File: config.mk
export PLATFORM = sky130hd
export DESIGN_NAME = bsr_setpoint_bank
export DESIGN_NICKNAME = d
export VERILOG_FILES = /design/src/verilog/bsr_pkg.sv /design/src/verilog/bsr_level_decode.sv /design/src/verilog/bsr_setpoint_bank.sv
export SDC_FILE = /design/constraint.sdc
export NUM_CORES = 1
export LEC_CHECK = 0
export ABC_CLOCK_PERIOD_IN_PS = 4800
export BUFFER_PORTS_ARGS = -buffer_cell sky130_fd_sc_hd__buf_2
export CAP_MARGIN = 30
export CELL_PAD_IN_SITES_DETAIL_PLACEMENT = 1
export CELL_PAD_IN_SITES_GLOBAL_PLACEMENT = 1
export CORE_ASPECT_RATIO = 1.5
export CORE_MARGIN = 1.5
export CORE_UTILIZATION = 45
export CTS_CLUSTER_SIZE = 8
export DETAILED_ROUTE_END_ITERATION = 16
export PLACE_DENSITY = 0.8
export SLEW_MARGIN = 20
export SYNTH_ARGS = -nofsm -noshare
export SYNTH_HDL_FRONTEND = slang
export SYNTH_SLANG_ARGS = --single-unit
File: constraint.sdc
create_clock -name mclk -period 4.8 [get_ports mclk]
set_input_delay 0.96 -clock mclk [delete_from_list [all_inputs] [get_ports mclk]]
set_output_delay 0.96 -clock mclk [all_outputs]
set_load 0.02 [all_outputs]
File: src/verilog/bsr_pkg.sv
// ****************************************************************
// Shared constants for the buck set-point register bank
// ****************************************************************
package bsr_pkg;

  // Two rails: index 0 is rail A, index 1 is rail B
  localparam int NUM_RAILS = 2;
  localparam int RAIL_A = 0;
  localparam int RAIL_B = 1;

  // ****************************************************************
  // Register map
  // ****************************************************************
  localparam logic [7:0] ADDR_RAIL_A_NORMAL_SETPOINT = 8'h3C;
  localparam logic [7:0] ADDR_RAIL_A_STANDBY_SETPOINT = 8'h3D;
  localparam logic [7:0] ADDR_RAIL_A_SLEEP_SETPOINT = 8'h3E;
  localparam logic [7:0] ADDR_RAIL_A_SWITCHING_MODE = 8'h3F;
  localparam logic [7:0] ADDR_RAIL_A_CONFIG = 8'h40;
  localparam logic [7:0] ADDR_RAIL_B_NORMAL_SETPOINT = 8'h43;
  localparam logic [7:0] ADDR_RAIL_B_STANDBY_SETPOINT = 8'h44;
  localparam logic [7:0] ADDR_RAIL_B_SLEEP_SETPOINT = 8'h45;
  localparam logic [7:0] ADDR_RAIL_B_SWITCHING_MODE = 8'h46;
  localparam logic [7:0] ADDR_RAIL_B_CONFIG = 8'h47;

  // Slot of each register inside a rail's block of five
  localparam logic [7:0] SLOT_NORMAL = 8'h00;
  localparam logic [7:0] SLOT_STANDBY = 8'h01;
  localparam logic [7:0] SLOT_SLEEP = 8'h02;
  localparam logic [7:0] SLOT_MODE = 8'h03;
  localparam logic [7:0] SLOT_CONFIG = 8'h04;

  // ****************************************************************
  // Field layout and reset values
  // ****************************************************************
  localparam int LEVEL_MSB = 5;
  localparam int RANGE_BIT = 6;
  localparam logic [7:0] MASK_MODE = 8'h2F;
  localparam logic [7:0] MASK_CONFIG = 8'hFF;
  localparam logic [5:0] RESET_LEVEL = 6'h00;
  localparam logic [7:0] RESET_MODE = 8'h00;
  localparam logic [7:0] RESET_CONFIG = 8'h00;
  localparam logic RESET_RANGE = 1'b0;
  localparam logic [7:0] READ_ZERO = 8'h00;

  // ****************************************************************
  // Set-point code table
  // ****************************************************************
  localparam logic [6:0] CODE_LOW_MAX = 7'h3F;   // 1.975 V
  localparam logic [6:0] CODE_HIGH_MAX = 7'h72;  // 3.300 V
  localparam logic [11:0] LOW_BASE_MV = 12'h190;   // 400 mV
  localparam logic [11:0] LOW_STEP_MV = 12'h019;   // 25 mV
  localparam logic [11:0] HIGH_BASE_MV = 12'h320;  // 800 mV
  localparam logic [11:0] HIGH_STEP_MV = 12'h032;  // 50 mV

  // Operating state of the device as seen by the rails
  typedef enum logic [1:0] {OP_NORMAL, OP_STANDBY, OP_SLEEP} bsr_opstate_t;

endpackage

File: src/verilog/bsr_level_decode.sv
`timescale 1ns/1ns
// ****************************************************************
// Set-point code to millivolt decoder
// ****************************************************************
module bsr_level_decode
  import bsr_pkg::*;
(
  input wire logic [6:0] code,
  output logic [11:0] levelMv,
  output logic codeValid
);

  // Range bit splits the table in two halves
  wire highRange = code[RANGE_BIT];
  // Step count within the range
  wire [11:0] stepCount = {6'h00, code[LEVEL_MSB:0]};
  // Low range: 25 mV per step from 400 mV
  wire [11:0] lowMv = LOW_BASE_MV + 12'(stepCount * LOW_STEP_MV);
  // High range: 50 mV per step from 800 mV
  wire [11:0] highMv = HIGH_BASE_MV + 12'(stepCount * HIGH_STEP_MV);

  // Top low code is 1.975 V; all 64 low codes are legal
  assign levelMv = highRange ? highMv : lowMv;
  // Codes past 3.300 V are reserved, never a level
  assign codeValid = !highRange || (code <= CODE_HIGH_MAX);

endmodule

File: src/verilog/bsr_setpoint_bank.sv
`timescale 1ns/1ns
// How it works
// - Low-range codes end at 1.975 V
// - High codes above 3.300 V are reserved
// - Rail A registers at 0x3C through 0x40
// - Rail B registers at 0x43 through 0x47
// - Normal field sets rail output level
// - Range bit read-only, set by configuration
// - Standby bit six copies the range bit
// - Sleep bit six copies the range bit
// - Standby state applies standby set point
// - Sleep state applies sleep set point
// - Low range: 25 mV steps from 0.40 V
// - High range: 50 mV steps from 0.80 V
module bsr_setpoint_bank
  import bsr_pkg::*;
(
  input wire logic mclk,
  input wire logic resetn,
  input wire logic [7:0] regAddr,
  input wire logic [7:0] regWrData,
  input wire logic regWrEn,
  input wire logic regRdEn,
  input wire logic cfgLoad,
  input wire logic [1:0] cfgRange,
  input wire bsr_opstate_t opState,
  input wire logic singlePhase,
  output logic [7:0] regRdData,
  output logic regAck,
  output logic [6:0] railALevelCode,
  output logic [11:0] railALevelMv,
  output logic railACodeValid,
  output logic [7:0] railAModeOut,
  output logic [7:0] railAConfigOut,
  output logic [6:0] railBLevelCode,
  output logic [11:0] railBLevelMv,
  output logic railBCodeValid,
  output logic railBActive,
  output logic [7:0] railBModeOut,
  output logic [7:0] railBConfigOut
);

  // ****************************************************************
  // Address decode
  // ****************************************************************

  // Base of each rail's block; used by every register decode
  function automatic logic [7:0] railBase(input int rail);
    railBase = (rail == RAIL_B) ? ADDR_RAIL_B_NORMAL_SETPOINT
                                : ADDR_RAIL_A_NORMAL_SETPOINT;
  endfunction

  // True when an address selects one slot of one rail
  function automatic logic isReg(input logic [7:0] addr, input int rail,
                                 input logic [7:0] slot);
    isReg = (addr == 8'(railBase(rail) + slot));
  endfunction

  // ****************************************************************
  // Register storage, one set per rail
  // ****************************************************************
  logic [5:0] normLvl_reg [NUM_RAILS];   // Normal set point field
  logic [5:0] stbyLvl_reg [NUM_RAILS];   // Standby set point field
  logic [5:0] sleepLvl_reg [NUM_RAILS];  // Sleep set point field
  logic [7:0] mode_reg [NUM_RAILS];      // Switching mode register
  logic [7:0] config_reg [NUM_RAILS];    // Rail configuration register
  logic rangeSel_reg [NUM_RAILS];        // Range bit, one per rail

  // Decoded hits
  logic [NUM_RAILS-1:0] hitNormal;
  logic [NUM_RAILS-1:0] hitStandby;
  logic [NUM_RAILS-1:0] hitSleep;
  logic [NUM_RAILS-1:0] hitMode;
  logic [NUM_RAILS-1:0] hitConfig;
  logic [7:0] rdRail [NUM_RAILS];        // Per-rail read value
  logic [6:0] selCode [NUM_RAILS];       // Code chosen by state
  logic [11:0] decMv [NUM_RAILS];        // Decoded millivolts
  logic [NUM_RAILS-1:0] decValid;        // Decoded code is legal
  logic [NUM_RAILS-1:0] railOn;          // Rail drives its own output

  // Output flops
  logic [6:0] levelCode_reg [NUM_RAILS];
  logic [11:0] levelMv_reg [NUM_RAILS];
  logic [NUM_RAILS-1:0] codeValid_reg;
  logic railBActive_reg;
  logic [7:0] regRdData_reg;
  logic regAck_reg;

  genvar r;
  generate
    for (r = 0; r < NUM_RAILS; r++) begin : gRail
      // ****************************************************************
      // Decode of this rail's five registers
      // ****************************************************************
      assign hitNormal[r] = isReg(regAddr, r, SLOT_NORMAL);
      assign hitStandby[r] = isReg(regAddr, r, SLOT_STANDBY);
      assign hitSleep[r] = isReg(regAddr, r, SLOT_SLEEP);
      assign hitMode[r] = isReg(regAddr, r, SLOT_MODE);
      assign hitConfig[r] = isReg(regAddr, r, SLOT_CONFIG);

      // Write path: only bits 5:0 of a set point take the write data.
      // Bit 6 and bit 7 are never stored from the bus, so no host
      // write can move the rail across ranges.
      always_ff @(posedge mclk or negedge resetn) begin
        if (!resetn) begin
          normLvl_reg[r] <= RESET_LEVEL;
          stbyLvl_reg[r] <= RESET_LEVEL;
          sleepLvl_reg[r] <= RESET_LEVEL;
          mode_reg[r] <= RESET_MODE;
          config_reg[r] <= RESET_CONFIG;
        end else if (regWrEn) begin
          if (hitNormal[r]) begin
            normLvl_reg[r] <= regWrData[LEVEL_MSB:0];
          end
          if (hitStandby[r]) begin
            stbyLvl_reg[r] <= regWrData[LEVEL_MSB:0];
          end
          if (hitSleep[r]) begin
            sleepLvl_reg[r] <= regWrData[LEVEL_MSB:0];
          end
          if (hitMode[r]) begin
            mode_reg[r] <= regWrData & MASK_MODE;
          end
          if (hitConfig[r]) begin
            config_reg[r] <= regWrData & MASK_CONFIG;
          end
        end
      end

      // Range bit moves only on a configuration load
      always_ff @(posedge mclk or negedge resetn) begin
        if (!resetn) begin
          rangeSel_reg[r] <= RESET_RANGE;
        end else if (cfgLoad) begin
          rangeSel_reg[r] <= cfgRange[r];
        end
      end

      // Read value; standby and sleep show the shared range bit so
      // all three states report the same range. Bit 7 is zero.
      assign rdRail[r] =
        hitNormal[r]  ? {1'b0, rangeSel_reg[r], normLvl_reg[r]} :
        hitStandby[r] ? {1'b0, rangeSel_reg[r], stbyLvl_reg[r]} :
        hitSleep[r]   ? {1'b0, rangeSel_reg[r], sleepLvl_reg[r]} :
        hitMode[r]    ? mode_reg[r] :
        hitConfig[r]  ? config_reg[r] : READ_ZERO;

      // ****************************************************************
      // Level selection by operating state
      // ****************************************************************
      assign selCode[r] =
        (opState == OP_STANDBY) ? {rangeSel_reg[r], stbyLvl_reg[r]} :
        (opState == OP_SLEEP) ? {rangeSel_reg[r], sleepLvl_reg[r]} :
        {rangeSel_reg[r], normLvl_reg[r]};

      // Rail B only drives its own output as an independent rail
      assign railOn[r] = (r == RAIL_A) || !singlePhase;

      bsr_level_decode uDecode (
        .code(selCode[r]),
        .levelMv(decMv[r]),
        .codeValid(decValid[r])
      );

      // Outputs to the regulator. A reserved code never reaches the
      // millivolt output: the last legal level is held instead.
      always_ff @(posedge mclk or negedge resetn) begin
        if (!resetn) begin
          levelCode_reg[r] <= {RESET_RANGE, RESET_LEVEL};
          levelMv_reg[r] <= LOW_BASE_MV;
          codeValid_reg[r] <= 1'b1;
        end else if (!railOn[r]) begin
          levelCode_reg[r] <= {RESET_RANGE, RESET_LEVEL};
          levelMv_reg[r] <= LOW_BASE_MV;
          codeValid_reg[r] <= 1'b0;
        end else begin
          levelCode_reg[r] <= selCode[r];
          codeValid_reg[r] <= decValid[r];
          if (decValid[r]) begin
            levelMv_reg[r] <= decMv[r];
          end
        end
      end
    end
  endgenerate

  // ****************************************************************
  // Read port and acknowledge
  // ****************************************************************
  wire addrMapped = |{hitNormal, hitStandby, hitSleep, hitMode, hitConfig};
  wire [7:0] rdDataNext = rdRail[RAIL_A] | rdRail[RAIL_B];

  // Read data is held until the next read; unmapped reads give zero
  always_ff @(posedge mclk or negedge resetn) begin
    if (!resetn) begin
      regRdData_reg <= READ_ZERO;
      regAck_reg <= 1'b0;
      railBActive_reg <= 1'b0;
    end else begin
      if (regRdEn) begin
        regRdData_reg <= rdDataNext;
      end
      regAck_reg <= (regRdEn || regWrEn) && addrMapped;
      railBActive_reg <= !singlePhase;
    end
  end

  // ****************************************************************
  // Output wiring, all straight from flops
  // ****************************************************************
  assign regRdData = regRdData_reg;
  assign regAck = regAck_reg;
  assign railALevelCode = levelCode_reg[RAIL_A];
  assign railALevelMv = levelMv_reg[RAIL_A];
  assign railACodeValid = codeValid_reg[RAIL_A];
  assign railAModeOut = mode_reg[RAIL_A];
  assign railAConfigOut = config_reg[RAIL_A];
  assign railBLevelCode = levelCode_reg[RAIL_B];
  assign railBLevelMv = levelMv_reg[RAIL_B];
  assign railBCodeValid = codeValid_reg[RAIL_B];
  assign railBActive = railBActive_reg;
  assign railBModeOut = mode_reg[RAIL_B];
  assign railBConfigOut = config_reg[RAIL_B];
endmodule

# Word-level counts from Yosys, hierarchy flattened
# Index checks and enable logic that the tools add are counted.
[totals] reg_bits=114 in_bits=26 elab_cells=83
[op_classes] addsub=4 multipliers=4 n_lt_le_gt_ge=2 eq_ne=12 n_mux=20 bitwise=1 n_reduce_logical=19
[op_table] operator="two-way mux 8 bit" count=10
[op_table] operator="equality test 8 x 7 -> 1 bit (second input constant)" count=6
[op_table] operator="two-way mux 12 bit" count=4
[op_table] operator="multiplier 6 x 5 -> 11 bit (second input constant)" count=4
[op_table] operator="equality test 8 x 6 -> 1 bit (second input constant)" count=4
[op_table] operator="adder 10 x 12 -> 12 bit (first input constant)" count=2
[op_table] operator="adder 9 x 12 -> 12 bit (first input constant)" count=2
[op_table] operator="two-way mux 6 bit" count=4
[op_table] operator="AND reduction 2 bit" count=10
[op_table] operator="less-or-equal comparator 7 bit (second input constant)" count=2
[op_table] operator="OR reduction 10 bit" count=1
[op_table] operator="OR 8 bit" count=1
[op_table] operator="two-way mux 7 bit" count=1
[op_table] operator="logical NOT 1 bit" count=3
[op_table] operator="logical OR 1 bit" count=3
[op_table] operator="equality test 2 x 1 -> 1 bit (second input constant)" count=1
[op_table] operator="equality test 2 bit (second input constant)" count=1
[op_table] operator="nonzero test 2 bit" count=1
[op_table] operator="logical AND 1 bit" count=1
[op_table] operator="two-way mux 1 bit" count=1

# Depth between registers and ports, before layout
# Gate-level depths: netlist of run 1.
[logic_depth] ltp_word=8 ltp_mapped=19 depth_no_buf=17

# Cells and area by module
# From an unflattened synthesis of run 1, not the netlist that was laid out.
[hier_totals] cells_unflattened=701 area_unflattened_um2=7811.2
[modules_own_cells] mod="bsr_setpoint_bank" n_inst=1 cells_per_inst=396 area_per_inst_um2=5198.7
[modules_own_cells] mod="bsr_level_decode (gRail[0].uDecode)" n_inst=1 cells_per_inst=153 area_per_inst_um2=1315.0
[modules_own_cells] mod="bsr_level_decode (gRail[1].uDecode)" n_inst=1 cells_per_inst=152 area_per_inst_um2=1297.5

# Worst setup path after synthesis of run 1
# Ideal clock, no wire load.
[synth_path] path_kind="input port to flip-flop" start="input opState[0]" end="register levelMv_reg, in the netlist railALevelMv[11]" setup_time_ns=0.121 arrival_ns=4.611 required_ns=4.679 path_slack_ns=0.068 stages=17 path_cell_list="clkbuf_1 -> buf_1 -> nand2b_1 -> o22ai_1 -> nor2_1 -> inv_1 -> ha_1 -> ha_1 -> ha_1 -> ha_1 -> a21o_1 -> a311o_1 -> a21oi_1 -> xnor2_1 -> nand2_1 -> a31o_2 -> o22a_1"
[synth_between] elab_chain_len=6 elab_cells_between_ends=11
[synth_lines] item="start, declared" line="bsr_setpoint_bank.sv:26" source="input wire bsr_opstate_t opState,"
[synth_lines] item="equality test 2 bit" line="bsr_setpoint_bank.sv:153" source="(opState == OP_SLEEP) ? {rangeSel_reg[r], sleepLvl_reg[r]} :"
[synth_lines] item="two-way mux 6 bit" line="bsr_setpoint_bank.sv:153"
[synth_lines] item="two-way mux 6 bit *" line="bsr_setpoint_bank.sv:152" source="(opState == OP_STANDBY) ? {rangeSel_reg[r], stbyLvl_reg[r]} :"
[synth_lines] item="named net gRail[0].uDecode.code[2]" line="bsr_level_decode.sv:8" source="input wire logic [6:0] code,"
[synth_lines] item="multiplier 6 x 5 -> 11 bit" line="bsr_level_decode.sv:18, bsr_level_decode.sv:20"
[synth_lines] item="adder 9 x 12 -> 12 bit / adder 10 x 12 -> 12 bit (equally long branches)" line="bsr_level_decode.sv:18, bsr_level_decode.sv:20"
[synth_lines] item="two-way mux 12 bit" line="bsr_level_decode.sv:23" source="assign levelMv = highRange ? highMv : lowMv;"
[synth_lines] item="end signal, assigned by index" line="bsr_setpoint_bank.sv:180" source="levelMv_reg[r] <= decMv[r];"
[synth_lines] item="end, declared" line="bsr_setpoint_bank.sv:83" source="logic [11:0] levelMv_reg [NUM_RAILS];"
# Mark *: on every way through the listed nets, which the timed path passes. The rest lies on a longest branch.
# A chain may end at the register's enable or synchronous reset.

# Worst setup path after layout of run 1
[layout_path] start="input opState[1]" end="register levelMv_reg, in the netlist railBLevelMv[9]"
[layout_between] elab_chain_len=8 elab_cells_between_ends=14
[layout_lines] item="equality test 2 bit" line="bsr_setpoint_bank.sv:153"
[layout_lines] item="two-way mux 6 bit" line="bsr_setpoint_bank.sv:153"
[layout_lines] item="two-way mux 6 bit *" line="bsr_setpoint_bank.sv:152"
[layout_lines] item="multiplier 6 x 5 -> 11 bit" line="bsr_level_decode.sv:18, bsr_level_decode.sv:20"
[layout_lines] item="adder 9 x 12 -> 12 bit / adder 10 x 12 -> 12 bit (equally long branches)" line="bsr_level_decode.sv:18, bsr_level_decode.sv:20"
[layout_lines] item="two-way mux 12 bit" line="bsr_level_decode.sv:23"
[layout_lines] item="two-way mux 12 bit" line="bsr_setpoint_bank.sv:179" source="if (decValid[r]) begin"
[layout_lines] item="two-way mux 12 bit" line="bsr_setpoint_bank.sv:172" source="end else if (!railOn[r]) begin"
# Every way passes the cells marked *; elsewhere a longest branch is shown, timed or not. The select of a mux whose other input is x is not followed.

==> results.ini, run 1 <==
[placement]
dp_hpwl_mm=13.49
portBuffers=101
gp_congestion=0.8657
placed_area_um2=7312

[synth]
yosysUniqueCellTypes=74
synth_seq_cells=114
synth.avg_cell_area_um2=10.95
synth_top_area_cell=dfrtp_1
synth-seq-area-share_pct=43.35
synth_edf_count=0
syn-instance-count=603
synth_top_area_share_pct=40.17
synth_flop_cell=dfrtp_1
ys_async_sr_fraction_pct=100.0
synth_warnings=0
netlist_top_cells_area=dfrtp_1, mux2_2, ha_1, mux2i_1, dfstp_2
synth_area_um2=6604

[grt]
grt_use_total_pct=25.23
grt_max_degree=77
antenna_found_initial=0
first_global_vias=5560
overflow=0
grt_pass1_wl_mm=29.44

[timing]
fin_crit_sh_pct=95.90
finalCriticalPeriod_ns=4.603
slew_headroom_pct=43.37
setup-tns-final_ns=0
tightest_slew_ns=0.8495
maxSlewViolCount=0
timing_hold_violations_final=0
fmax_mhz=217.2
finalClockSkew_ns=0.01536
rsz0062_at_grt=no
finalSetupViolations=0

[clock_network]
path_clk_slew_ns=0.06
post_cts_buffers=0
insertion_delay_ns=0.42
clkSinkCount=114
cts_buffer_depth=2
cts_hold_buf=0
tritoncts=yes
h-tree-depth=4
cts_made_buffers=17
ctsResizeCount=0
cts_root_buf=clkbuf_16

[route]
wirelength_mm=18.64
num_vias=5181
dr.pass1.iters=4
drtAntennaViolNets=0
drc_errors=0
drt_iter0_markers=204
viasPerCell=5.638
wl_per_cell_um=20.28

[layout]
final_cell_mix=dfrtp_1, buf_2, mux2_2
final_nets=788
drive_gt1_share_pct=33.47
syn_to_final_growth_pct=19.78
final_cell_area_um2=7910
antenna_cells=0
mostFrequentLayoutCell=dfrtp_1

[job]
cap_viol_max_count=0

[outcome]
status=finished clean

[pwr]
powerDensity_nw_per_um2=362.4
totalPowerFinal_w=0.002866
max-vdd-ir-drop_v=0.0002037
power.leakage_nw=4.121

[floorplanning]
initial_core_util_pct=45.67
die_area_um2=15430
rows=54
pin_count=108
die_y_um=151.4
core_area_um2=14460
fp.dieW_um=101.9

[worst_setup_path]
worstSetupStartpointType=input pin
critPathArrivalTime_ns=4.89
worst_path_most_repeated_cell=ha_1
critPathSlowestCell=or3b_2
required_ns=5.08
path_class=in2reg
cp_max_fo=11
critical_path.endpoint_type=register
slowest_delay_ns=0.50
worstPathCellList=buf_2 -> buf_4 -> mux2i_1 -> mux2_4 -> inv_1 -> ha_1 -> ha_1 -> ha_1 -> ha_1 -> a211oi_1 -> nor2_1 -> xor2_1 -> or3b_2 -> xor2_1 -> a32oi_1 -> o21ai_1

[hold_path]
worst_hold_path_type=in2async

-- synth_stat cells (8+ instances only) --
library cell  count
mux2i_1          26
inv_1            28
nand3_1          15
ha_1             50
xor2_1            9
o211ai_1          8
dfstp_2           8
nand2_1          44
dfrtp_1         106
o21ai_0          25
mux2_2           72
nor2_1           37
a21oi_1          23
clkbuf_1         14
-- kinds of logic (layout without fill, tap and decap cells) --
family	after synthesis	after routing	synth area share, %
and+or+nand+nor	147	147	11.12
muxes	104	104	18.15
DFF	114	114	43.35
AOI/OAI and AO/OA	107	107	10.97
other	1	6	0.05679
xor gates and xnor gates	16	16	2.122
buffers and inverters	62	177	4.149
adders and majority gates	52	52	10.08
-- final cells by class --
| cell class | count | area, µm² |
|---|---|---|
| Inverter | 30 | 112.6 |
| Timing Repair Buffer | 115 | 633.1 |
| Sequential cell | 114 | 2863 |
| Clock inverter | 13 | 127.6 |
| Multi-Input combinational cell | 432 | 3486 |
| Tap cell | 196 | 245.2 |
| Fill cell | 1625 | 6549 |
| Clock buffer | 19 | 442.9 |
-- routing by layer --
layer	vias up	GRT usage (%)	routed length (µm)
li1	2378	-	-
met1	2614	28.25	7191
met2	144	45.77	10090
met3	45	4.615	651
met4	0	11.64	707
met5	-	0	0
-- path summary, 6_finish.rpt --
kind / startpoint / end / slack (ns) / cells after the start
setup / recovery: opState[1] / railBLevelMv[9] / 0.20 / 16
hold / removal: resetn / railBConfigOut[3] / 0.42 / 1
setup reg to reg: normLvl_reg[1] / railBLevelMv[9] / 0.73 / 14
hold reg to reg: railALevelMv[6] / railALevelMv[6] / 0.48 / 2
max in group asynchronous: resetn / railACodeValid / 3.22 / 3
min in group mclk: railALevelMv[6] / railALevelMv[6] / 0.48 / 2
-- report_power, final --
group	internal, W	switching, W
clock network	0.000732	0.000490
registers	0.00105	0.0000591
logic	0.000208	0.000329
-- worst max-delay path, delay by kind of cell --
family	cells	cell delay, ns
AOI/OAI and AO/OA	3	0.75
xor gates and xnor gates	2	0.39
adders and majority gates	4	1.20
buffers and inverters	3	0.54
muxes	2	0.41
and+or+nand+nor	2	0.64
-- through the flow --
stage / std cells / setup WS (ns) / util (%) / hold WS [ns]
after CTS: 918 / 0.2182 / 54.52 / 0.4905
after detailed placement: 886 / -0.04500 / 50.57 / 0.4777
after floorplan: 608 / 0.06783 / - / 0.4173
after global placement: 886 / 0.08425 / 50.57 / 0.4628
after global routing: 919 / 0.09459 / 54.71 / 0.4285
final: 919 / 0.1967 / 54.71 / 0.4222
(Power assumes the default switching activity.)
==> run 2: changes to the inputs <==
- ABC_AREA: unset -> 1
- CORE_UTILIZATION: 45 -> 42
- PLACE_DENSITY: 0.8 -> 0.79
- SETUP_SLACK_MARGIN: unset -> 0.5
==> run 2 against run 1 <==
Critical path depth increased by 5. Clock skew decreased by 0.0057 ns. Sequential share of layout area down 0.67 points. Critical endpoint is now railALevelMv[9]. Critical path type unchanged. Fmax up 16%. First-iteration DRC count rose by 10%. Count of clock-buffer cells in the layout down 2.
==> results.ini, run 2 <==
[synth]
yosysUniqueCellTypes=43
synth-seq-area-share_pct=42.02
synth_seq_cells=114
synth_flop_cell=dfrtp_1
synth_top_area_cell=dfrtp_1
netlist_top_cells_area=dfrtp_1, nand2_1, ha_1, o21ai_0, inv_1
synth_edf_count=0
syn-instance-count=866
synth_top_area_share_pct=38.93
synth_warnings=0
synth.avg_cell_area_um2=7.867
synth.most_common_cell=nand2_1
ys_top_cells_by_count=nand2_1, inv_1, dfrtp_1
ys_async_sr_fraction_pct=100.0
synth_area_um2=6813

[route]
num_vias=6154
drtAntennaViolNets=0
drt_iter0_markers=225
dr.pass1.iters=4
wirelength_mm=19.67
viasPerCell=5.180
drc_errors=0
wl_per_cell_um=16.56

[clock_network]
cts_hold_buf=0
cts_buffer_depth=2
clkSinkCount=114
insertion_delay_ns=0.42
tritoncts=yes
h-tree-depth=4
path_clk_slew_ns=0.06
cts_root_buf=clkbuf_16
cts_made_buffers=17

[floorplanning]
die_y_um=159.0
core_area_um2=15770
die_area_um2=17010
initial_core_util_pct=43.21
pin_count=108
rows=56
fp.dieW_um=107.0

[pwr]
power.leakage_nw=4.352
powerDensity_nw_per_um2=344.8
max-vdd-ir-drop_v=0.0001833
totalPowerFinal_w=0.002779

[timing]
finalCriticalPeriod_ns=3.971
maxSlewViolCount=0
timing_hold_violations_final=0
slew_headroom_pct=43.09
fin_ws_ns=0.8294
fin_crit_sh_pct=82.72
finalClockSkew_ns=0.009650
fmax_mhz=251.9
tightest_slew_ns=0.8536
finalSetupViolations=0
setup-tns-final_ns=0
rsz0062_at_grt=no

[layout]
antenna_cells=0
fillers=2026
final_cell_area_um2=8060
final_nets=1050
drive_gt1_share_pct=20.81
final_cell_mix=nand2_1, inv_1, dfrtp_1
mostFrequentLayoutCell=nand2_1
regArea_um2=2863
multi_input_area_um2=3426
syn_to_final_growth_pct=18.31

[worst_setup_path]
cp_max_fo=11
rr_worst_depth=18
path_class=in2reg
worstSetupStartpointType=input pin
critPathArrivalTime_ns=4.30
critical_path.endpoint_type=register
required_ns=5.13

[hold_path]
min_path_cells=2
worst_hold_path_type=reg2reg

[grt]
antenna_found_initial=0
overflow=0
grt_use_total_pct=24.56
grt_pass1_wl_mm=32.76
grt_max_degree=65
first_global_vias=6614

[placement]
placed_area_um2=7481
place_ws_ns=0.2805
portBuffers=101
dp_hpwl_mm=14.87
gp_congestion=0.8100

[outcome]
status=finished clean

[job]
cap_viol_max_count=0

==> run 2: cell types whose count changed in the layout (fill, tap and decap cells not counted), moves of 15 or more <==
cell and change:
inv_1 +80, nand2_2 +15, mux2_2 -72, nor2_1 +22, mux2i_1 -26, o21ai_0 +67, nand3_1 +37, nand2_1 +194
==> run 2: what timing repair did <==
item | in CTS | in global routing
setup buffers | 0 | 0
setup endpoints to repair | 0 | 4
gates resized for setup | 0 | 6
==> run 2: cells by family (layout without fill, tap and decap cells) <==
family	after synthesis	after routing	synth area share, %
buffers and inverters	136	250	8.356
AOI/OAI and AO/OA	138	138	10.95
DFF	114	114	42.02
and+or+nand+nor	418	418	27.95
other	1	6	0.05504
adders and majority gates	52	52	9.770
xor gates and xnor gates	7	7	0.8999
==> run 2: final timing paths <==
path                                 start               end  slack (ns)
setup / recovery                opState[0]   railALevelMv[9]        0.83
hold / removal             railBLevelMv[8]   railBLevelMv[8]        0.47
setup reg to reg           sleepLvl_reg[8]   railALevelMv[9]        1.46
hold reg to reg            railBLevelMv[8]   railBLevelMv[8]        0.47
max in group asynchronous           resetn   railBLevelMv[4]        3.23
min in group asynchronous           resetn  railALevelMv[11]        0.61
==> run 2: cell type report <==
cell class | count | area share, %
repair buffers | 105 | 6.675
well taps | 203 | 3.151
flip-flops and latches | 114 | 35.52
clock inverters | 15 | 1.583
inverters | 113 | 5.293
multi-input cells | 621 | 42.50
clock buffers | 17 | 5.278
==> run 2: per-stage QoR <==
step	hold slack [ns]	cells	utilization, %
final	0.4714	1188	51.13
after global routing	0.4874	1188	51.13
after CTS	0.4741	1188	50.96
after detailed placement	0.4642	1156	47.45
after global placement	0.4601	1156	47.45
after floorplan	0.3925	871	-
==> run 2: worst max-delay path, cell delays in order <==
cell,delay [ns]
buf_2,0.14
inv_2,0.11
nand2_4,0.13
nand2_4,0.12
inv_4,0.06
a221oi_2,0.25
inv_1,0.10
ha_1,0.30
ha_1,0.30
ha_1,0.30
ha_1,0.39
or2_2,0.34
nand2_1,0.07
nand2_1,0.05
nand2_1,0.14
nand3_1,0.14
inv_1,0.07
nand2_1,0.06
nand2_1,0.07
nor2_1,0.04
o21ai_0,0.17
==> run 2: where the power goes <==
part / switching, W / total [W] / internal (W)
logic: 0.000338 / 0.000504 / 0.000166
registers: 0.0000498 / 0.00109 / 0.00104
clock network: 0.000515 / 0.00119 / 0.000674
==> run 2: routing by layer <==
layer | share of wire [%] | up-vias | GRT usage [%]
met3 | 3.2 | 45 | 3.438
li1 | - | 3012 | -
met5 | 0 | - | 0
met2 | 53 | 137 | 45.57
met4 | 3.7 | 0 | 10.67
met1 | 40 | 2960 | 27.36
==> run 3: changes to the inputs <==
- ABC_AREA: 1 -> 0
- ABC_CLOCK_PERIOD_IN_PS: 4800 -> 4000
- CORE_UTILIZATION: 42 -> 45
- PLACE_DENSITY: 0.79 -> 0.8
- clock period: 4.8 -> 4 ns (I/O delays scaled with it)
==> run 3 against run 2 <==
The flow now finishes with violations (negative setup slack). Sequential power up 23%. Clock skew increased by 0.0016 ns. First-iteration DRC count rose by 5.8%.
==> results.ini, run 3 (synthesized netlist as in run 1, its figures left out) <==
[outcome]
status=finished with violations
violations=negative setup slack

[pwr]
totalPowerFinal_w=0.003986
powerDensity_nw_per_um2=419.5
max-vdd-ir-drop_v=0.0003702
power.leakage_nw=4.594

[clock_network]
cts_buffer_depth=2
insertion_delay_ns=0.43
cts_hold_buf=0
tritoncts=yes
cts_root_buf=clkbuf_16
cts_made_buffers=17
clkSinkCount=114
h-tree-depth=4
path_clk_slew_ns=0.06

[route]
dr.pass1.iters=5
wl_per_cell_um=27.14
drtAntennaViolNets=0
wirelength_mm=27.14
num_vias=6040
drc_errors=0
viasPerCell=6.040
drt_iter0_markers=238

[hold_path]
worst_hold_path_type=in2async

[timing]
slew_headroom_pct=36.07
rsz0062_at_grt=yes
fmax_mhz=249.4
fin_crit_sh_pct=100.2
timing_hold_violations_final=0
finalCriticalPeriod_ns=4.009
tightest_slew_ns=0.9589
maxSlewViolCount=0
fin_ws_ns=-0.009442
fin_hold_ws_ns=0.3557
finalSetupViolations=1
finalClockSkew_ns=0.01127

[worst_setup_path]
worst_path_most_repeated_cell=ha_4
slowest_delay_ns=0.44
cp_max_fo=7
critPathBufInv=5
critPathArrivalTime_ns=4.28
crit_family=adder cells
path_class=in2reg
required_ns=4.27
worstPathCellList=buf_12 -> buf_8 -> mux2i_2 -> mux2i_2 -> inv_2 -> ha_1 -> inv_2 -> ha_4 -> ha_4 -> ha_4 -> buf_4 -> nand3_4 -> a21oi_4 -> nor2_4 -> or3b_4 -> xor2_4 -> a32oi_1 -> o21ai_1
worstSetupStartpointType=input pin
critical_path.endpoint_type=register
critPathSlowestCell=or3b_4

[placement]
dp_hpwl_mm=14.57
portBuffers=101
gp_congestion=0.8899
placed_area_um2=7829

[floorplanning]
rows=54
initial_core_util_pct=45.67
die_area_um2=15430
fp.dieW_um=101.9
pin_count=108
die_y_um=151.4
core_area_um2=14460

[layout]
antenna_cells=0
final_cell_mix=dfrtp_1, buf_2, buf_4
fillers=1516
syn_to_final_growth_pct=43.88
drive_gt1_share_pct=53.73
final_nets=869
final_cell_area_um2=9502
mostFrequentLayoutCell=dfrtp_1

[job]
cap_viol_max_count=0

[grt]
overflow=0
grt_max_degree=44
first_global_vias=6578
antenna_found_initial=0
grt_use_total_pct=33.42
grt_pass1_wl_mm=37.85

==> run 3: cell count changes in the layout (fill, tap and decap cells not counted), moves of 14 or more <==
cell and change:
nand2_2 -14, inv_1 -93, o21ai_0 -75, ha_4 +33, nand3_1 -40, ha_1 -37, mux2i_1 +16, mux2_2 +65
nand2_1 -196, buf_4 +77, nor2_1 -29
==> run 3: final cells by class <==
cell class	instances	area (µm²)	area share, %
timing repair buffer	196	1303	13.71
tap	196	245.2	2.581
clock inverter	15	195.2	2.054
clock buffer	17	425.4	4.477
multi-input combinational	432	4353	45.81
inverter	30	117.6	1.238
sequential	114	2863	30.13
==> run 3: what timing repair did <==
action / in CTS / in global routing
endpoints found under the setup margin: 12 / 14
pin swaps: 41 / 20
setup buffers: 25 / 11
gates resized for setup: 94 / 44
==> run 3: metal layers <==
metal,track usage [%],part of all wire [%],up-vias
li1,-,-,2538
met1,34.52,35,3082
met2,61.63,54,289
met3,5.122,4.4,131
met4,21.44,6.8,0
met5,0,0,-
==> run 3: worst paths after layout <==
check,endpoint,depth (start not counted),start,slack (ns)
worst max-delay path,railBLevelMv[9],18,opState[1],-0.009
worst min-delay path,railALevelMv[10],1,resetn,0.36
worst max register to register,railBLevelMv[9],16,normLvl_reg[3],0.13
worst min register to register,railALevelMv[5],2,railALevelMv[5],0.49
max in group asynchronous,railBCodeValid,2,resetn,2.72
min in group mclk,railALevelMv[5],2,railALevelMv[5],0.49
==> run 3: stage by stage <==
step | utilization, % | TNS, ns | setup WS (ns) | std cells
3_3_place_gp | 54.14 | -1.622 | -0.2306 | 932
3_5_place_dp | 54.14 | -3.352 | -0.4167 | 932
6_report | 65.71 | -0.009442 | -0.009442 | 1000
2_1_floorplan | - | -0.3372 | -0.09105 | 608
5_1_grt | 65.71 | -0.07770 | -0.07770 | 1000
4_1_cts | 63.54 | 0 | 0.4258 | 989
==> run 3: power by group <==
group	internal, W	total [W]	switching, W
combinational	0.000444	0.00100	0.000559
clock	0.00100	0.00164	0.000642
sequential	0.00126	0.00134	0.0000845
total	0.00270	0.00399	0.00129
